$ cat src/verilog/gplcd_consts.vh
/*
  Constants for the four-pin port shared with LCD segment outputs:
  register indices, field positions, reset values.
  Assumes inclusion by its bare name from the design files.
*/
`ifndef GPLCD_CONSTS_VH
`define GPLCD_CONSTS_VH

// Register indices on the plain register port
`define GPLCD_ADDR_W        2
`define GPLCD_REG_DATA      2'h0
`define GPLCD_REG_DIR       2'h1
`define GPLCD_REG_CTRL      2'h2
`define GPLCD_REG_STAT      2'h3

// Port geometry
`define GPLCD_PINS          4
`define GPLCD_DATA_W        8

// Reset values
`define GPLCD_DIR_RST       4'h0
`define GPLCD_LATCH_RST     4'h0
`define GPLCD_SEL_RST       4'h0

// Control register fields
`define GPLCD_CTRL_SEL_LSB  0
`define GPLCD_CTRL_PIC_BIT  4
`define GPLCD_CTRL_SPL_BIT  5

`endif

$ cat src/verilog/gplcd_port.v
/*
  Four-pin general-purpose port shared with LCD segment outputs.
  Holds data latch, direction, and control registers; drives pins
  as output / enable / input triples.
  Assumes a plain register port on mclk_i, pins from outside the
  clock domain, and an LCD controller on the same clock.
*/
// Chosen here: the strobed register port and the register addresses.
`timescale 1ns/100ps
`include "gplcd_consts.vh"

// How it works
// [RL1] Direction bit one makes pin drive
// [RL2] Direction bit zero makes pin input
// [RL3] Output pin drives its latch bit
// [RL4] Data write updates latch, shown on the pin one clock later
// [RL5] Input pins latch written data, undriven
// [RL6] Normal read of output pins: latch
// [RL7] Input pins read level; READ_MODIFY_WRITE reads latch
// [RL8] Zero is low, one is high
// [RL9] Software selects port, then sets control
// [RL10] Segment select plus control routes segment; here only on pins whose direction bit is zero
// [RL11] Reset clears every direction bit
// [RL12] Standby with setting bit floats pins
// [RL13] Floating pins block input, held low
// [RL14] Setting bit zero keeps pins unchanged
// [RL15] Software disables peripheral before port use
// [RL16] Four pins on bits zero to three
// [RL17] Upper bits read zero, ignore writes
module gplcd_port #(
  parameter N = `GPLCD_PINS          // Pin count
) (
  input  wire                     mclk_i,      // 40 MHz clock
  input  wire                     rst_i,       // Sync reset
  input  wire [`GPLCD_ADDR_W-1:0] addr_i,      // Register index
  input  wire [`GPLCD_DATA_W-1:0] wdata_i,     // Write data
  input  wire                     wr_i,        // Write strobe
  input  wire                     rd_i,        // Read strobe
  input  wire                     rmw_i,       // Read is part of READ_MODIFY_WRITE
  output reg  [`GPLCD_DATA_W-1:0] rdata_o,     // Read data
  input  wire                     standby_i,   // Stop or watch mode
  input  wire [N-1:0]             seg_i,       // LCD segment drive
  input  wire [N-1:0]             pin_i,       // Pin levels
  output reg  [N-1:0]             pin_o,       // Pin drive level
  output reg  [N-1:0]             pin_oe_o,    // Pin drive enable
  output reg  [N-1:0]             pin_in_o     // Gated input path
);
  reg  [N-1:0] latch_q;              // Output data latch
  reg  [N-1:0] dir_q;                // Direction, 1 = output
  reg  [N-1:0] seg_sel_q;            // Segment function select
  reg          pic_q;                // Port input control
  reg          spl_q;                // Pin state setting
  reg  [N-1:0] latch_d;              // Next latch value
  reg  [N-1:0] dir_d;                // Next direction value
  wire [N-1:0] pin_sync;             // Synchronised pins
  wire [N-1:0] out_d;                // Next pin level
  wire [N-1:0] oe_d;                 // Next pin enable
  wire [N-1:0] in_d;                 // Next gated input
  wire         hiz;                  // Standby float request
  reg  [`GPLCD_DATA_W-1:0] rdata_d;  // Next read data

  // Pad to the 8-bit bus; upper lanes read as zero
  function [`GPLCD_DATA_W-1:0] pad;
    input [N-1:0] v;
    begin
      pad = {{(`GPLCD_DATA_W-N){1'b0}}, v};               // [RL17]
    end
  endfunction

  // Pins are asynchronous to mclk_i
  gplcd_sync #(
    .W       (N)
  ) u_sync (
    .mclk_i  (mclk_i),
    .rst_i   (rst_i),
    .async_i (pin_i),
    .sync_o  (pin_sync)
  );

  // Float only when setting bit is set; otherwise hold state
  assign hiz = standby_i & spl_q;                         // [RL12] [RL14]

  gplcd_pinmux #(
    .N          (N)
  ) u_mux (
    .latch_i    (latch_q),
    .dir_i      (dir_q),
    .seg_sel_i  (seg_sel_q),
    .pic_i      (pic_q),
    .seg_i      (seg_i),
    .hiz_i      (hiz),
    .pin_sync_i (pin_sync),
    .out_o      (out_d),
    .oe_o       (oe_d),
    .in_o       (in_d)
  );

  // Write decode for latch and direction
  always @* begin
    latch_d = latch_q;
    dir_d   = dir_q;
    if (wr_i && addr_i == `GPLCD_REG_DATA) begin
      // All four bits stored, driven or not
      latch_d = wdata_i[N-1:0];                           // [RL4] [RL5]
    end
    if (wr_i && addr_i == `GPLCD_REG_DIR) begin
      dir_d = wdata_i[N-1:0];                             // [RL16]
    end
  end

  // Register state
  always @(posedge mclk_i) begin
    if (rst_i) begin
      latch_q   <= `GPLCD_LATCH_RST;
      dir_q     <= `GPLCD_DIR_RST;                        // [RL11]
      seg_sel_q <= `GPLCD_SEL_RST;
      pic_q     <= 1'b0;
      spl_q     <= 1'b0;
    end else begin
      latch_q <= latch_d;
      dir_q   <= dir_d;
      if (wr_i && addr_i == `GPLCD_REG_CTRL) begin
        // Select and control taken from the same CTRL write, so they change together
        seg_sel_q <= wdata_i[`GPLCD_CTRL_SEL_LSB +: N];   // [RL10]
        pic_q     <= wdata_i[`GPLCD_CTRL_PIC_BIT];
        spl_q     <= wdata_i[`GPLCD_CTRL_SPL_BIT];
      end
    end
  end

  // Read mux; input pins show level unless read is READ_MODIFY_WRITE
  always @* begin
    rdata_d = {`GPLCD_DATA_W{1'b0}};
    case (addr_i)
      `GPLCD_REG_DATA: begin
        if (rmw_i) begin
          rdata_d = pad(latch_q);                         // [RL7]
        end else begin
          rdata_d = pad((dir_q & latch_q) |
                        (~dir_q & in_d));                 // [RL6] [RL7]
        end
      end
      `GPLCD_REG_DIR:  rdata_d = pad(dir_q);              // [RL17]
      `GPLCD_REG_CTRL: begin
        rdata_d = {{(`GPLCD_DATA_W-6){1'b0}}, spl_q, pic_q, seg_sel_q};
      end
      `GPLCD_REG_STAT: rdata_d = pad(pin_sync);
      default:         rdata_d = {`GPLCD_DATA_W{1'b0}};
    endcase
  end

  // Outputs from flops; read data stands one cycle after strobe
  always @(posedge mclk_i) begin
    if (rst_i) begin
      rdata_o  <= {`GPLCD_DATA_W{1'b0}};
      pin_o    <= {N{1'b0}};
      pin_oe_o <= {N{1'b0}};                              // [RL11]
      pin_in_o <= {N{1'b0}};
    end else begin
      rdata_o  <= rd_i ? rdata_d : {`GPLCD_DATA_W{1'b0}};
      pin_o    <= out_d;                                  // [RL4]
      pin_oe_o <= oe_d;
      pin_in_o <= in_d;                                   // [RL13]
    end
  end
endmodule // gplcd_port

$ cat src/verilog/gplcd_sync.v
/*
  Two-flop synchroniser for a vector of pin levels.
  Assumes one clock domain, synchronous active-high reset.
*/
`timescale 1ns/100ps
module gplcd_sync #(
  parameter W = 4                    // Number of bits
) (
  input  wire         mclk_i,        // Clock
  input  wire         rst_i,         // Sync reset
  input  wire [W-1:0] async_i,       // Raw pin levels
  output reg  [W-1:0] sync_o         // Synchronised levels
);
  reg [W-1:0] meta_q;                // First stage, read only by sync_o

  // Two stages; first stage feeds nothing else
  always @(posedge mclk_i) begin
    if (rst_i) begin
      meta_q <= {W{1'b0}};
      sync_o <= {W{1'b0}};
    end else begin
      meta_q <= async_i;
      sync_o <= meta_q;
    end
  end
endmodule // gplcd_sync

$ cat src/verilog/gplcd_pinmux.v
/*
  Per-pin multiplexer: chooses port latch or LCD segment drive,
  and applies the standby high-impedance force and input block.
  Purely combinational; registered by the top.
*/
`timescale 1ns/100ps
module gplcd_pinmux #(
  parameter N = 4                    // Pin count
) (
  input  wire [N-1:0] latch_i,       // Output latch
  input  wire [N-1:0] dir_i,         // Direction, 1 = output
  input  wire [N-1:0] seg_sel_i,     // 1 = LCD segment function
  input  wire         pic_i,         // Port input control
  input  wire [N-1:0] seg_i,         // Segment drive from LCD
  input  wire         hiz_i,         // Standby force high-Z
  input  wire [N-1:0] pin_sync_i,    // Synchronised pin levels
  output reg  [N-1:0] out_o,         // Next pin output level
  output reg  [N-1:0] oe_o,          // Next pin output enable
  output reg  [N-1:0] in_o           // Gated input path
);
  integer k;

  // One pass per pin
  always @* begin
    out_o = {N{1'b0}};
    oe_o  = {N{1'b0}};
    in_o  = {N{1'b0}};
    for (k = 0; k < N; k = k + 1) begin
      if (hiz_i) begin
        // Floating pin: driver off, input held low
        out_o[k] = 1'b0;                               // [RL12]
        oe_o[k]  = 1'b0;                               // [RL12]
        in_o[k]  = 1'b0;                               // [RL13]
      end else if (seg_sel_i[k] && pic_i && !dir_i[k]) begin
        // Segment owns the pin
        out_o[k] = seg_i[k];                           // [RL10]
        oe_o[k]  = 1'b1;                               // [RL10]
        in_o[k]  = pin_sync_i[k];
      end else begin
        out_o[k] = latch_i[k];                         // [RL3] [RL8]
        oe_o[k]  = dir_i[k];                           // [RL1] [RL2]
        in_o[k]  = pin_sync_i[k];                      // [RL8]
      end
    end
  end
endmodule // gplcd_pinmux

$ cat config.mk
export PLATFORM = sky130hd
export DESIGN_NAME = gplcd_port
export DESIGN_NICKNAME = d
export VERILOG_FILES = /design/src/verilog/gplcd_port.v /design/src/verilog/gplcd_sync.v /design/src/verilog/gplcd_pinmux.v
export VERILOG_INCLUDE_DIRS = /design/src /design/src/verilog
export SDC_FILE = /design/constraint.sdc
export NUM_CORES = 1
export LEC_CHECK = 0
export ABC_AREA = 1
export BUFFER_PORTS_ARGS = -buffer_cell sky130_fd_sc_hd__buf_2
export CAP_MARGIN = 25
export CORE_ASPECT_RATIO = 0.7
export CORE_MARGIN = 3
export CORE_UTILIZATION = 45
export DETAILED_ROUTE_END_ITERATION = 7
export PLACE_DENSITY = 0.7
export SLEW_MARGIN = 20
export SYNTH_ARGS = -nofsm -noshare
export SYNTH_HDL_FRONTEND = slang
export SYNTH_SLANG_ARGS = --single-unit
$ cat constraint.sdc
create_clock -name mclk_i -period 2.3 [get_ports mclk_i]
set_input_delay 0.115 -clock mclk_i [delete_from_list [all_inputs] [get_ports mclk_i]]
set_output_delay 0.115 -clock mclk_i [all_outputs]
set_load 0.01 [all_outputs]
# Yosys cells after proc, flatten, opt, wreduce, memory -nomap -nowiden
# Index checks and enable logic that the tools add are counted.
totals:
  reg_bits: 42
  in_bits: 24
  out_inout_bits: 20
  elab_cells: 52
classes:
  eq_ne: 3
  n_mux: 14
  bitwise_logic: 6
  reduce_logical: 18
ops:
  columns: ["op", "count"]
  rows:
  - ["$pmux 8 s4", 1]
  - ["$mux 1", 12]
  - ["$logic_and 1x1->1", 11]
  - ["$and 4x4->4", 2]
  - ["$eq 2x2->1 const B", 2]
  - ["$logic_not 1->1", 4]
  - ["$mux 4", 1]
  - ["$not 4->4", 1]
  - ["$or 4x4->4", 1]
  - ["$reduce_or 2->1", 2]
  - ["$eq 2x1->1 const B", 1]
  - ["$logic_not 2->1", 1]
  - ["$and 1x1->1", 1]
  - ["$not 1->1", 1]

# Longest topological paths before layout
# Gate-level depths: netlist of the first run.
logic_depth:
  ltp_word: 6
  mapped_depth: 6
  ltp_nobuf: 5

# Cells and area by module
# Synthesis of the first run repeated with hierarchy kept, for this count alone.
hier_totals:
  hier_cells: 238
  area_unflattened_um2: 1716.6
modules_own_cells:
  columns: ["module", "instances", "cells_each", "area_per_inst_um2", "seq_area_each_um2"]
  rows:
  - ["gplcd_port", 1, 166, 1270.0, 640.6]
  - ["gplcd_sync", 1, 25, 231.5, 160.2]
  - ["gplcd_pinmux", 1, 47, 215.2, 0.0]

# Worst setup path before layout of the first run
# Ideal clock, no wire load.
synth_path:
  path_kind: "register to register"
  start: "register spl_q"
  end: "register pin_o[0]"
  setup_ps: 118
  arrival_time_ps: 729
  required_time_ps: 2182
  slack_ps: 1453
  path_stages_with_launch: 6
  path_buffers: 0
  synth_period_minus_slack_ps: 847
  path_cell_list: "dfxtp_1 nand2_1 nand2_2 inv_1 o21ai_0 nor2_1"
synth_via:
  elab_chain_len: 2
synth_lines:
  columns: ["element", "line", "source"]
  rows:
  - ["from (decl)", "gplcd_port.v:52", "reg spl_q;"]
  - ["from (signal assigned)", "gplcd_port.v:126", "spl_q <= wdata_i[`GPLCD_CTRL_SPL_BIT];"]
  - ["$and 1x1->1", "gplcd_port.v:81", "assign hiz = standby_i & spl_q;"]
  - ["$reduce_or 2->1 (no source line)", null, null]
  - ["to (signal assigned)", "gplcd_port.v:156", "pin_o <= {N{1'b0}};"]
  - ["to (signal assigned)", "gplcd_port.v:161", "pin_o <= out_d;"]
  - ["to (decl)", "gplcd_port.v:44", "output reg [N-1:0] pin_o,"]
# No other way between the ends.
# A chain may end at the register's enable or synchronous reset.

# Worst setup path after layout of the first run
layout_path:
  start: "register spl_q"
  end: "register pin_o[1]"
# Same word-level chain as after synthesis.

==> results.md, run 1 <==
| Stage | Result | Reported |
| --- | --- | --- |
| outcome | Run status | finished, final reports clean |
| floorplan | Number of rows created at floorplan | 17 |
| drt | DRC errors left | 0 |
| placement | Gp weighted congestion | 0.868 |
| synthesis | Mapped Avg Cell Area | 7.91 um2 |
| layout | Area grow syn2layout | 19.1% |
| synthesis | Share of synthesized area occupied by flip-flops and latches | 0.497 |
| pwr | Power per cell area | 743 nW/um2 |
| floorplan | Placeable Area | 3300 um2 |
| critical path | Endpoint required time on the critical path | 2.53 ns |
| critical path | Critical Path Slowest Stage Cell | dfxtp_1 |
| synthesis | Summed instance area of the synthesized netlist | 1610 um2 |
| critical path | Startpoint kind of the worst setup timing path | flip-flop |
| timing | Post-layout minimum cycle time | 1.09 ns |
| critical path | Buffer and inverter count on the worst path | 1 |
| critical path | CP Class | reg2reg |
| synthesis | Top cell types by occurrence after synthesis | 42 x nor2_1, 40 x dfxtp_1, 23 x inv_1, 23 x nand2_1, 17 x o21ai_0 |
| layout | Fill cell instance count of the final layout | 315 |
| layout | Area of combinational cells with multiple inputs | 647 um2 |
| clocking | Clock Latency Late Sink | 0.29 ns |
| synthesis | Async set or reset register ratio after synthesis | 0 |
| floorplan | Die Footprint | 4350 um2 |
| placement | Number of input and output port buffers inserted | 39 |
| timing | Number of failing hold endpoints at the final stage | 0 |
| layout | Storage cell area | 801 um2 |
| timing | Total negative setup slack | 0 ns |
| drt | Post-DRT Antenna Nets | 0 |
| global route | Vias in the first global route | 1272 |
| layout | Final design area excluding fillers | 1920 um2 |
| synthesis | Cell with the most instances after synthesis | nor2_1 |
| timing | Setup repair after global routing missed its margin | false |
| layout | Share of final-layout standard cells stronger than drive strength 1 | 0.257 |
| critical path | Crit end category | flip-flop |
| synthesis | Distinct cell type count of the synthesized netlist | 23 |
| synthesis | Number of standard cells after synthesis | 204 |
| drt | DRT iter0 DRCs | 197 |
| timing | Setup-failing EPs final | 0 |
| global route | Total overflow reported by the global router | 0 |
| global route | Wire length of the first global-routing pass | 6.18 mm |
| clocking | Maximum clock path buffer count | 2 |
| critical path | CP max stage delay | 0.31 ns |
| critical path | Biggest fanout along the worst timing path | 9 |
| critical path | Series of cell instances along the critical path | nand2_1 > nand2_2 > inv_1 > o21ai_0 > nor2_1 |
| clocking | Total CTS buffers | 5 |
| layout | Antenna diode count | 0 |
| global route | Pin count of the biggest net entering global routing | 15 |
| clocking | Number of gates resized after CTS | 0 |
| critical path | Crit-path leading delay family | simple AND/OR/NAND/NOR gates |
| synthesis | Number of warnings reported in the yosys synthesis log | 0 |
| clocking | Clock transition at path regs | 0.07 ns |
| clocking | Clock tree from TritonCTS | built |
| timing | Max Freq | 0.916 GHz |
| clocking | H-tree levels | 2 |
| global route | Number of antenna violations at the first check in global routing | 0 |
| synthesis | Fraction of synthesized cell area taken by the top area cell type | 0.497 |
| pwr | Static Leakage | 0.934 nW |
| worst hold path | Worst min-delay path category | in2reg |
| clocking | CTS Sinks | 40 |
| clocking | Post-CTS Hold Fix Bufs | 0 |
| clocking | Cell chosen for the clock root | clkbuf_8 |
| drt | Number of optimization iterations in the first detailed-route pass | 4 |
| drt | Total via count after detailed routing | 1387 |
| clocking | Post-CTS Setup Inserts | 0 |
| floorplan | I/O Pins | 44 |
| placement | Total half-perimeter wirelength after legalization and detailed placement | 2.52 mm |
| synthesis | Largest area contributor in the netlist | dfxtp_1 |
| layout | Final Net Count | 268 |
| global route | All-Layer GR Usage | 0.179 |
| timing | Final number of max-transition violations | 0 |
| synthesis | Number of synthesized flops with an enable pin | 0 |
| drt | Drt via density | 4.75 |
| synthesis | Number of flip-flops and latches in the synthesized netlist | 40 |
| timing | Part of the cycle the worst path needs | 0.475 |
| floorplan | Die extent in x | 77.6 um |
| floorplan | Die height | 56.1 um |
| placement | Placed cell areas | 1810 um2 |
| drt | Detailed-route wire length | 3.56 mm |
| run | Count of maximum capacitance violations | 0 |
| timing | Worst Clk Skew | 0.00757 ns |
| synthesis | Cell types occupying the most area after synthesis | dfxtp_1 50%, nor2_1 9.8%, inv_1 5.4% |
| synthesis | Top flip-flop cell by instance count after synthesis | dfxtp_1 |
| drt | Average wire length per cell after detail routing | 12.2 um |
| critical path | Data arrival time of the worst path | 1.32 ns |
| floorplan | Starting density of the core | 0.489 |
| pwr | Maximum vdd drop | 0.407 mV |
-- area by class of cell --
class / instances / area share
flip-flops and latches: 40 / 0.417
multi-input cells: 131 / 0.337
repair buffers: 39 / 0.102
inverters: 27 / 0.0580
clock buffers: 6 / 0.0378
well taps: 47 / 0.0306
clock inverters: 2 / 0.0182
-- layer usage --
| layer | global-route usage | part of all wire |
|---|---|---|
| met4 | 0.0736 | 0.011 |
| met5 | 0 | 0 |
| met3 | 0.0534 | 0.10 |
| met2 | 0.241 | 0.40 |
| met1 | 0.262 | 0.49 |
-- metrics by stage --
stage | hold WS [ns] | cells | util | total power (W) | setup WS, ns
after floorplan | 0.222 | 205 | - | 0.000840 | 1.45
after global placement | 0.318 | 284 | 0.550 | 0.000885 | 0.925
after detailed placement | 0.322 | 284 | 0.550 | 0.000886 | 0.930
after CTS | 0.0269 | 292 | 0.583 | 0.00143 | 1.22
after global routing | 0.0255 | 292 | 0.583 | 0.00149 | 1.07
final | 0.0263 | 292 | 0.583 | 0.00143 | 1.21
-- power breakdown --
part,internal (W),switching (W)
clock network,0.000322,0.000234
registers,0.000720,0.0000208
logic,0.0000485,0.0000827
-- worst reg2reg max path: stages (launching register included) --
cell and delay (ns):
dfxtp_1 0.31, nand2_1 0.16, nand2_2 0.20, inv_1 0.18
o21ai_0 0.10, nor2_1 0.08
-- layout by cell type (no fill, tap or decap), drive strengths merged --
| cell | instances |
|---|---|
| dfxtp | 40 |
| inv | 27 |
| o21bai | 3 |
| conb | 2 |
| nand2 | 25 |
| clkbuf | 6 |
| nor3 | 6 |
| bufinv | 1 |
| a21oi | 14 |
| nor2 | 42 |
| buf | 39 |
| nand3 | 18 |
| o21ai | 21 |
| clkinv | 1 |
-- registers in the layout, indices dropped and copies added, names as in the netlist --
signal / count
pic_q: 1
pin_oe_o: 4
seg_sel_q: 4
pin_o: 4
pin_in_o: 4
u_sync.sync_o: 4
spl_q: 1
latch_q: 4
rdata_o: 6
dir_q: 4
u_sync.meta_q: 4
-- kinds of logic after synthesis --
| kind of cell | synth area share |
|---|---|
| AOI/OAI and AO/OA | 0.141 |
| buffers and inverters | 0.105 |
| DFF | 0.497 |
| other | 0.00233 |
| and+or+nand+nor | 0.255 |
-- final timing paths --
check	to	slack [ns]	cells after the start	from
max reg2reg	pin_o[1]	1.21	5	spl_q
max	pin_o[1]	1.21	5	spl_q
min	u_sync.meta_q[3]	0.03	3	pin_i[3]
min reg2reg	u_sync.sync_o[0]	0.40	2	u_sync.meta_q[0]
(Power assumes the default switching activity.)
==> run 2: changes to the inputs <==
clock period = 1.1 ns   (was 2.3 ns; I/O delays follow)
==> results.md, run 2 (synthesis results as in run 1) <==
| Stage | Result | Reported |
| --- | --- | --- |
| critical path | Worst setup path startpoint | dir_q[2] |
| pwr | Part of the total power dissipated in the clock network | 0.328 |
| timing | Setup-failing EPs final | 0 |
| critical path | CP max stage delay | 0.51 ns |
| critical path | Path depth of the worst reg2reg path | 5 |
| layout | Max reg flops | 6 |
| pwr | Static Leakage | 0.955 nW |
| critical path | Endpoint required time on the critical path | 1.29 ns |
| placement | Worst-case setup slack after placement | 0.152 ns |
| layout | Largest register by flop count | rdata_o |
| pwr | Internal power of the cells | 0.00206 W |
| layout | Share of final-layout standard cells stronger than drive strength 1 | 0.262 |
| worst hold path | Startpoint of the most critical hold path | seg_i[1] |
| timing | Total negative setup slack | 0 ns |
| floorplan | Die height | 56.1 um |
| clocking | Maximum clock path buffer count | 2 |
| timing | Number of failing hold endpoints at the final stage | 1 |
| timing | Worst Clk Skew | 0.00666 ns |
| pwr | Maximum vdd drop | 0.978 mV |
| critical path | Endpoint of the worst register-to-register path | rdata_o[2] |
| drt | Post-DRT Antenna Nets | 0 |
| critical path | Data arrival time of the worst path | 1.16 ns |
| critical path | Worst r2r src | dir_q[2] |
| layout | Most used cells in the layout excluding fill and tap cells | 42 x nor2_1, 39 x dfxtp_1, 39 x buf_2, 23 x inv_1, 23 x nand2_1 |
| drt | Detailed-route wire length | 3.60 mm |
| clocking | CTS Sinks | 40 |
| worst hold path | Hold depth | 3 |
| timing | Max Freq | 1.03 GHz |
| clocking | Cell chosen for the clock root | clkbuf_8 |
| run | Count of maximum capacitance violations | 0 |
| timing | Setup repair after global routing missed its margin | false |
| floorplan | Placeable Area | 3300 um2 |
| timing | Final number of max-transition violations | 0 |
| layout | Most frequent standard cell in the layout excluding fill and tap cells | nor2_1 |
| pwr | Part of the total power dissipated in combinational logic | 0.107 |
| drt | Number of optimization iterations in the first detailed-route pass | 4 |
| critical path | Biggest fanout along the worst timing path | 7 |
| drt | DRC errors left | 0 |
| critical path | Crit end category | flip-flop |
| pwr | Switching power | 0.000691 W |
| worst hold path | Worst min-delay path category | in2reg |
| timing | Part of the cycle the worst path needs | 0.882 |
| floorplan | Number of rows created at floorplan | 17 |
| timing | Final-layout worst hold slack | -0.000846 ns |
| pwr | Final total power | 0.00275 W |
| critical path | CP Class | reg2reg |
| critical path | Critical Path Slowest Stage Cell | dfxtp_1 |
| critical path | Startpoint kind of the worst setup timing path | flip-flop |
| drt | Average wire length per cell after detail routing | 12.0 um |
| layout | Final Net Count | 276 |
| worst hold path | End point of the most critical hold path | pin_o[1] |
| floorplan | Die Footprint | 4350 um2 |
| pwr | Power share of the sequential group | 0.564 |
| clocking | Clock transition at path regs | 0.07 ns |
| critical path | Series of cell instances along the critical path | nor2_1 > nand3_1 > nand2_1 > nor2_1 > nor2_1 |
| critical path | Most repeated library cell on the critical path | nor2_1 |
| placement | Total half-perimeter wirelength after legalization and detailed placement | 2.64 mm |
| layout | Area grow syn2layout | 21.8% |
| floorplan | Die extent in x | 77.6 um |
| global route | Number of antenna violations at the first check in global routing | 0 |
| floorplan | Starting density of the core | 0.489 |
| critical path | Register-to-Register Setup Slack | 0.13 ns |
| clocking | Post-CTS Setup Inserts | 0 |
| global route | All-Layer GR Usage | 0.185 |
| clocking | Clock tree from TritonCTS | built |
| global route | Total overflow reported by the global router | 0 |
| clocking | Total CTS buffers | 5 |
| outcome | Violations in the final reports | hold timing |
| clocking | H-tree levels | 2 |
| global route | Vias in the first global route | 1326 |
| pwr | Switching share of power | 0.251 |
| placement | Gp weighted congestion | 0.828 |
| timing | Final worst-path setup slack | 0.130 ns |
| outcome | Run status | finished, violations left |
| drt | Drt via density | 4.76 |
| layout | Antenna diode count | 0 |
| floorplan | I/O Pins | 44 |
| pwr | Power per cell area | 1400 nW/um2 |
| drt | Total via count after detailed routing | 1422 |
| clocking | Clock Latency Late Sink | 0.29 ns |
| global route | Wire length of the first global-routing pass | 6.27 mm |
| placement | Number of input and output port buffers inserted | 39 |
| timing | Post-layout minimum cycle time | 0.970 ns |
| drt | DRT iter0 DRCs | 115 |
| global route | Pin count of the biggest net entering global routing | 13 |
run 2: cell types whose count changed in the layout (fill, tap and decap cells not counted):
| cell | delta |
|---|---|
| dlygate4sd3_1 | +5 |
| bufinv_16 | -1 |
| dfxtp_1 | -1 |
| dfxtp_2 | +1 |
| buf_4 | +3 |
run 2: final cells by class:
type | instances | area [um2]
Clock buffer | 6 | 72.6
Clock inverter | 1 | 5.00
Fill cell | 331 | 1330
Inverter | 27 | 111
Multi-Input combinational cell | 131 | 647
Sequential cell | 40 | 802
Tap cell | 47 | 58.8
Timing Repair Buffer | 47 | 268
run 2: worst max-delay path by stage:
stage / to / slack (ns) / cells past startpoint
5_1_grt: pin_o[3] / 0.008 / 5
6_report: rdata_o[2] / 0.13 / 5
3_3_place_gp: pin_o[2] / 0.17 / 5
3_5_place_dp: seg_sel_q[0] / 0.15 / 5
4_1_cts: pin_o[0] / 0.14 / 3
2_1_floorplan: pin_o[0] / 0.25 / 5
run 2: critical path: cells and delay by family (launching register included):
family / cells / cell delay, ns
simple gates: 5 / 0.35
flops: 1 / 0.51
run 2: timing repair:
action	in CTS	in global routing
resized for setup	0	1
hold endpoints to repair	5	0
hold buffers	5	0
setup endpoints to repair	0	1
run 2: routing by layer:
layer,wire length (um),track usage,vias up
met1,1730,0.264,623
met5,0,0,-
met3,343,0.0696,7
li1,-,-,740
met4,58,0.0609,0
met2,1470,0.252,52
run 2: per-stage QoR:
step / hold slack (ns) / utilization / std cells / cell area (um2)
2_1_floorplan: 0.162 / - / 205 / 1620
6_report: -0.000846 / 0.596 / 299 / 1960
4_1_cts: 0.00255 / 0.595 / 299 / 1960
3_3_place_gp: 0.258 / 0.557 / 287 / 1840
5_1_grt: 0.0132 / 0.596 / 299 / 1960
3_5_place_dp: 0.260 / 0.557 / 287 / 1840
run 2: power groups by stage:
stage / logic, W / clock network (W) / registers (W)
finish: 0.000295 / 0.000902 / 0.00155
global route: 0.000337 / 0.000994 / 0.00156
CTS: 0.000297 / 0.000922 / 0.00155
detailed placement: 0.000282 / 0 / 0.00158
global placement: 0.000278 / 0 / 0.00158
floorplan: 0.000180 / 0 / 0.00158
==> run 3: changes to the inputs <==
CORE_MARGIN = 5   (was 3)
==> results.md, run 3 (synthesis results as in run 1) <==
| Stage | Result | Reported |
| --- | --- | --- |
| placement | Gp weighted congestion | 0.841 |
| drt | DRT iter0 DRCs | 119 |
| floorplan | I/O Pins | 44 |
| critical path | Series of cell instances along the critical path | nand2_1 > nor2_1 > o21ai_0 > nor2_1 |
| clocking | Clock transition at path regs | 0.08 ns |
| drt | Average wire length per cell after detail routing | 11.6 um |
| run | Count of maximum capacitance violations | 0 |
| clocking | Total CTS buffers | 5 |
| worst hold path | End point of the most critical hold path | pin_o[1] |
| clocking | Clock Latency Late Sink | 0.30 ns |
| critical path | Data arrival time of the worst path | 1.24 ns |
| layout | Antenna diode count | 0 |
| critical path | CP max stage delay | 0.51 ns |
| global route | Number of antenna violations at the first check in global routing | 0 |
| critical path | Critical Path Slowest Stage Cell | dfxtp_1 |
| global route | Vias in the first global route | 1226 |
| drt | DRC errors left | 0 |
| timing | Max Freq | 1.00 GHz |
| critical path | Register-to-Register Setup Slack | 0.10 ns |
| timing | Final number of max-transition violations | 0 |
| layout | Final design utilization | 0.571 |
| pwr | Switching share of power | 0.253 |
| critical path | Biggest fanout along the worst timing path | 7 |
| drt | Detailed-route wire length | 3.55 mm |
| floorplan | Number of rows created at floorplan | 18 |
| critical path | Crit end category | flip-flop |
| timing | Part of the cycle the worst path needs | 0.908 |
| placement | Total half-perimeter wirelength after legalization and detailed placement | 2.61 mm |
| layout | Area grow syn2layout | 23.7% |
| drt | Total via count after detailed routing | 1416 |
| layout | Final design area excluding fillers | 1990 um2 |
| clocking | CTS Sinks | 40 |
| floorplan | Die height | 60.1 um |
| layout | Max reg flops | 6 |
| timing | Setup repair after global routing missed its margin | false |
| clocking | Cell chosen for the clock root | clkbuf_8 |
| placement | Number of input and output port buffers inserted | 39 |
| pwr | Switching power | 0.000707 W |
| layout | Final Net Count | 278 |
| timing | Setup-failing EPs final | 0 |
| floorplan | Die Footprint | 4900 um2 |
| critical path | Startpoint kind of the worst setup timing path | flip-flop |
| layout | Fill cell instance count of the final layout | 339 |
| worst hold path | Worst min-delay path category | in2reg |
| drt | Number of optimization iterations in the first detailed-route pass | 4 |
| placement | Placed cell areas | 1840 um2 |
| layout | Most used cells in the layout excluding fill and tap cells | 42 x nor2_1, 40 x dfxtp_1, 39 x buf_2, 23 x inv_1, 23 x nand2_1 |
| critical path | Worst r2r src | pic_q |
| floorplan | Die extent in x | 81.6 um |
| worst hold path | Hold depth | 3 |
| timing | Number of failing hold endpoints at the final stage | 0 |
| clocking | H-tree levels | 2 |
| layout | Storage cell area | 801 um2 |
| critical path | Endpoint required time on the critical path | 1.34 ns |
| clocking | Clock tree from TritonCTS | built |
| critical path | Endpoint of the worst register-to-register path | pin_o[1] |
| global route | Pin count of the biggest net entering global routing | 13 |
| timing | Worst Clk Skew | 0.0133 ns |
| floorplan | Starting density of the core | 0.462 |
| worst hold path | Startpoint of the most critical hold path | seg_i[1] |
| outcome | Run status | finished, final reports clean |
| timing | Final-layout worst hold slack | 0.00121 ns |
| layout | Most frequent standard cell in the layout excluding fill and tap cells | nor2_1 |
| pwr | Part of the total power dissipated in the clock network | 0.337 |
| critical path | CP Class | reg2reg |
| drt | Drt via density | 4.64 |
| global route | All-Layer GR Usage | 0.160 |
| clocking | Maximum clock path buffer count | 2 |
| pwr | Part of the total power dissipated in combinational logic | 0.108 |
| critical path | Most repeated library cell on the critical path | nor2_1 |
| pwr | Final total power | 0.00279 W |
| pwr | Power per cell area | 1400 nW/um2 |
| timing | Total negative setup slack | 0 ns |
| floorplan | Placeable Area | 3490 um2 |
| layout | Share of final-layout standard cells stronger than drive strength 1 | 0.255 |
| layout | Area of combinational cells with multiple inputs | 647 um2 |
| global route | Wire length of the first global-routing pass | 5.71 mm |
| critical path | Path depth of the worst reg2reg path | 4 |
| global route | Total overflow reported by the global router | 0 |
| timing | Post-layout minimum cycle time | 0.999 ns |
| drt | Post-DRT Antenna Nets | 0 |
| pwr | Internal power of the cells | 0.00208 W |
| pwr | Maximum vdd drop | 0.690 mV |
| pwr | Power share of the sequential group | 0.555 |
| layout | Largest register by flop count | rdata_o |
| pwr | Static Leakage | 0.965 nW |
## run 3: worst max-delay path: cells and delay by family (launching register included)
kind,cells,cell delay (ns)
AOI/OAI and AO/OA,1,0.08
and+or+nand+nor,3,0.34
DFF,1,0.51
## run 3: worst max-delay path by stage
| stage | from | slack [ns] | cells past startpoint | end |
|---|---|---|---|---|
| 2_1_floorplan | spl_q | 0.25 | 5 | pin_o[0] |
| 3_3_place_gp | spl_q | 0.17 | 5 | pin_o[2] |
| 3_5_place_dp | pic_q | 0.13 | 4 | pin_o[1] |
| 4_1_cts | pic_q | 0.10 | 4 | pin_o[1] |
| 5_1_grt | spl_q | 0.005 | 5 | pin_o[3] |
| 6_report | pic_q | 0.10 | 4 | pin_o[1] |
## run 3: layout make-up
| cell class | instances | share of cell area |
|---|---|---|
| Clock buffer | 7 | 0.0383 |
| Clock inverter | 1 | 0.00439 |
| Inverter | 27 | 0.0558 |
| Multi-Input combinational cell | 131 | 0.324 |
| Sequential cell | 40 | 0.402 |
| Tap cell | 50 | 0.0314 |
| Timing Repair Buffer | 49 | 0.144 |
## run 3: metrics by stage
step | setup WS, ns | instances
after floorplan | 0.253 | 205
after global placement | 0.171 | 290
after detailed placement | 0.129 | 290
after CTS | 0.105 | 305
after global routing | 0.00483 | 305
final | 0.101 | 305
## run 3: timing repair
item | CTS | global route
hold endpoints to repair | 7 | 0
hold buffers | 7 | 0
buffers inserted | 0 | 0
gates resized for setup | 0 | 0
## run 3: power by group through the flow
stage	Combinational, W	Sequential [W]	Clock [W]
after floorplan	0.000180	0.00158	0
after global placement	0.000279	0.00158	0
after detailed placement	0.000281	0.00158	0
after CTS	0.000300	0.00155	0.000971
after global routing	0.000339	0.00155	0.00102
final	0.000301	0.00155	0.000941
## run 3: metal layers
layer	vias to the layer above	wire length [um]	global-route usage
met2	49	1430	0.218
met5	-	0	0
met4	0	74	0.0867
met3	9	283	0.0452
li1	741	-	-
met1	617	1760	0.225
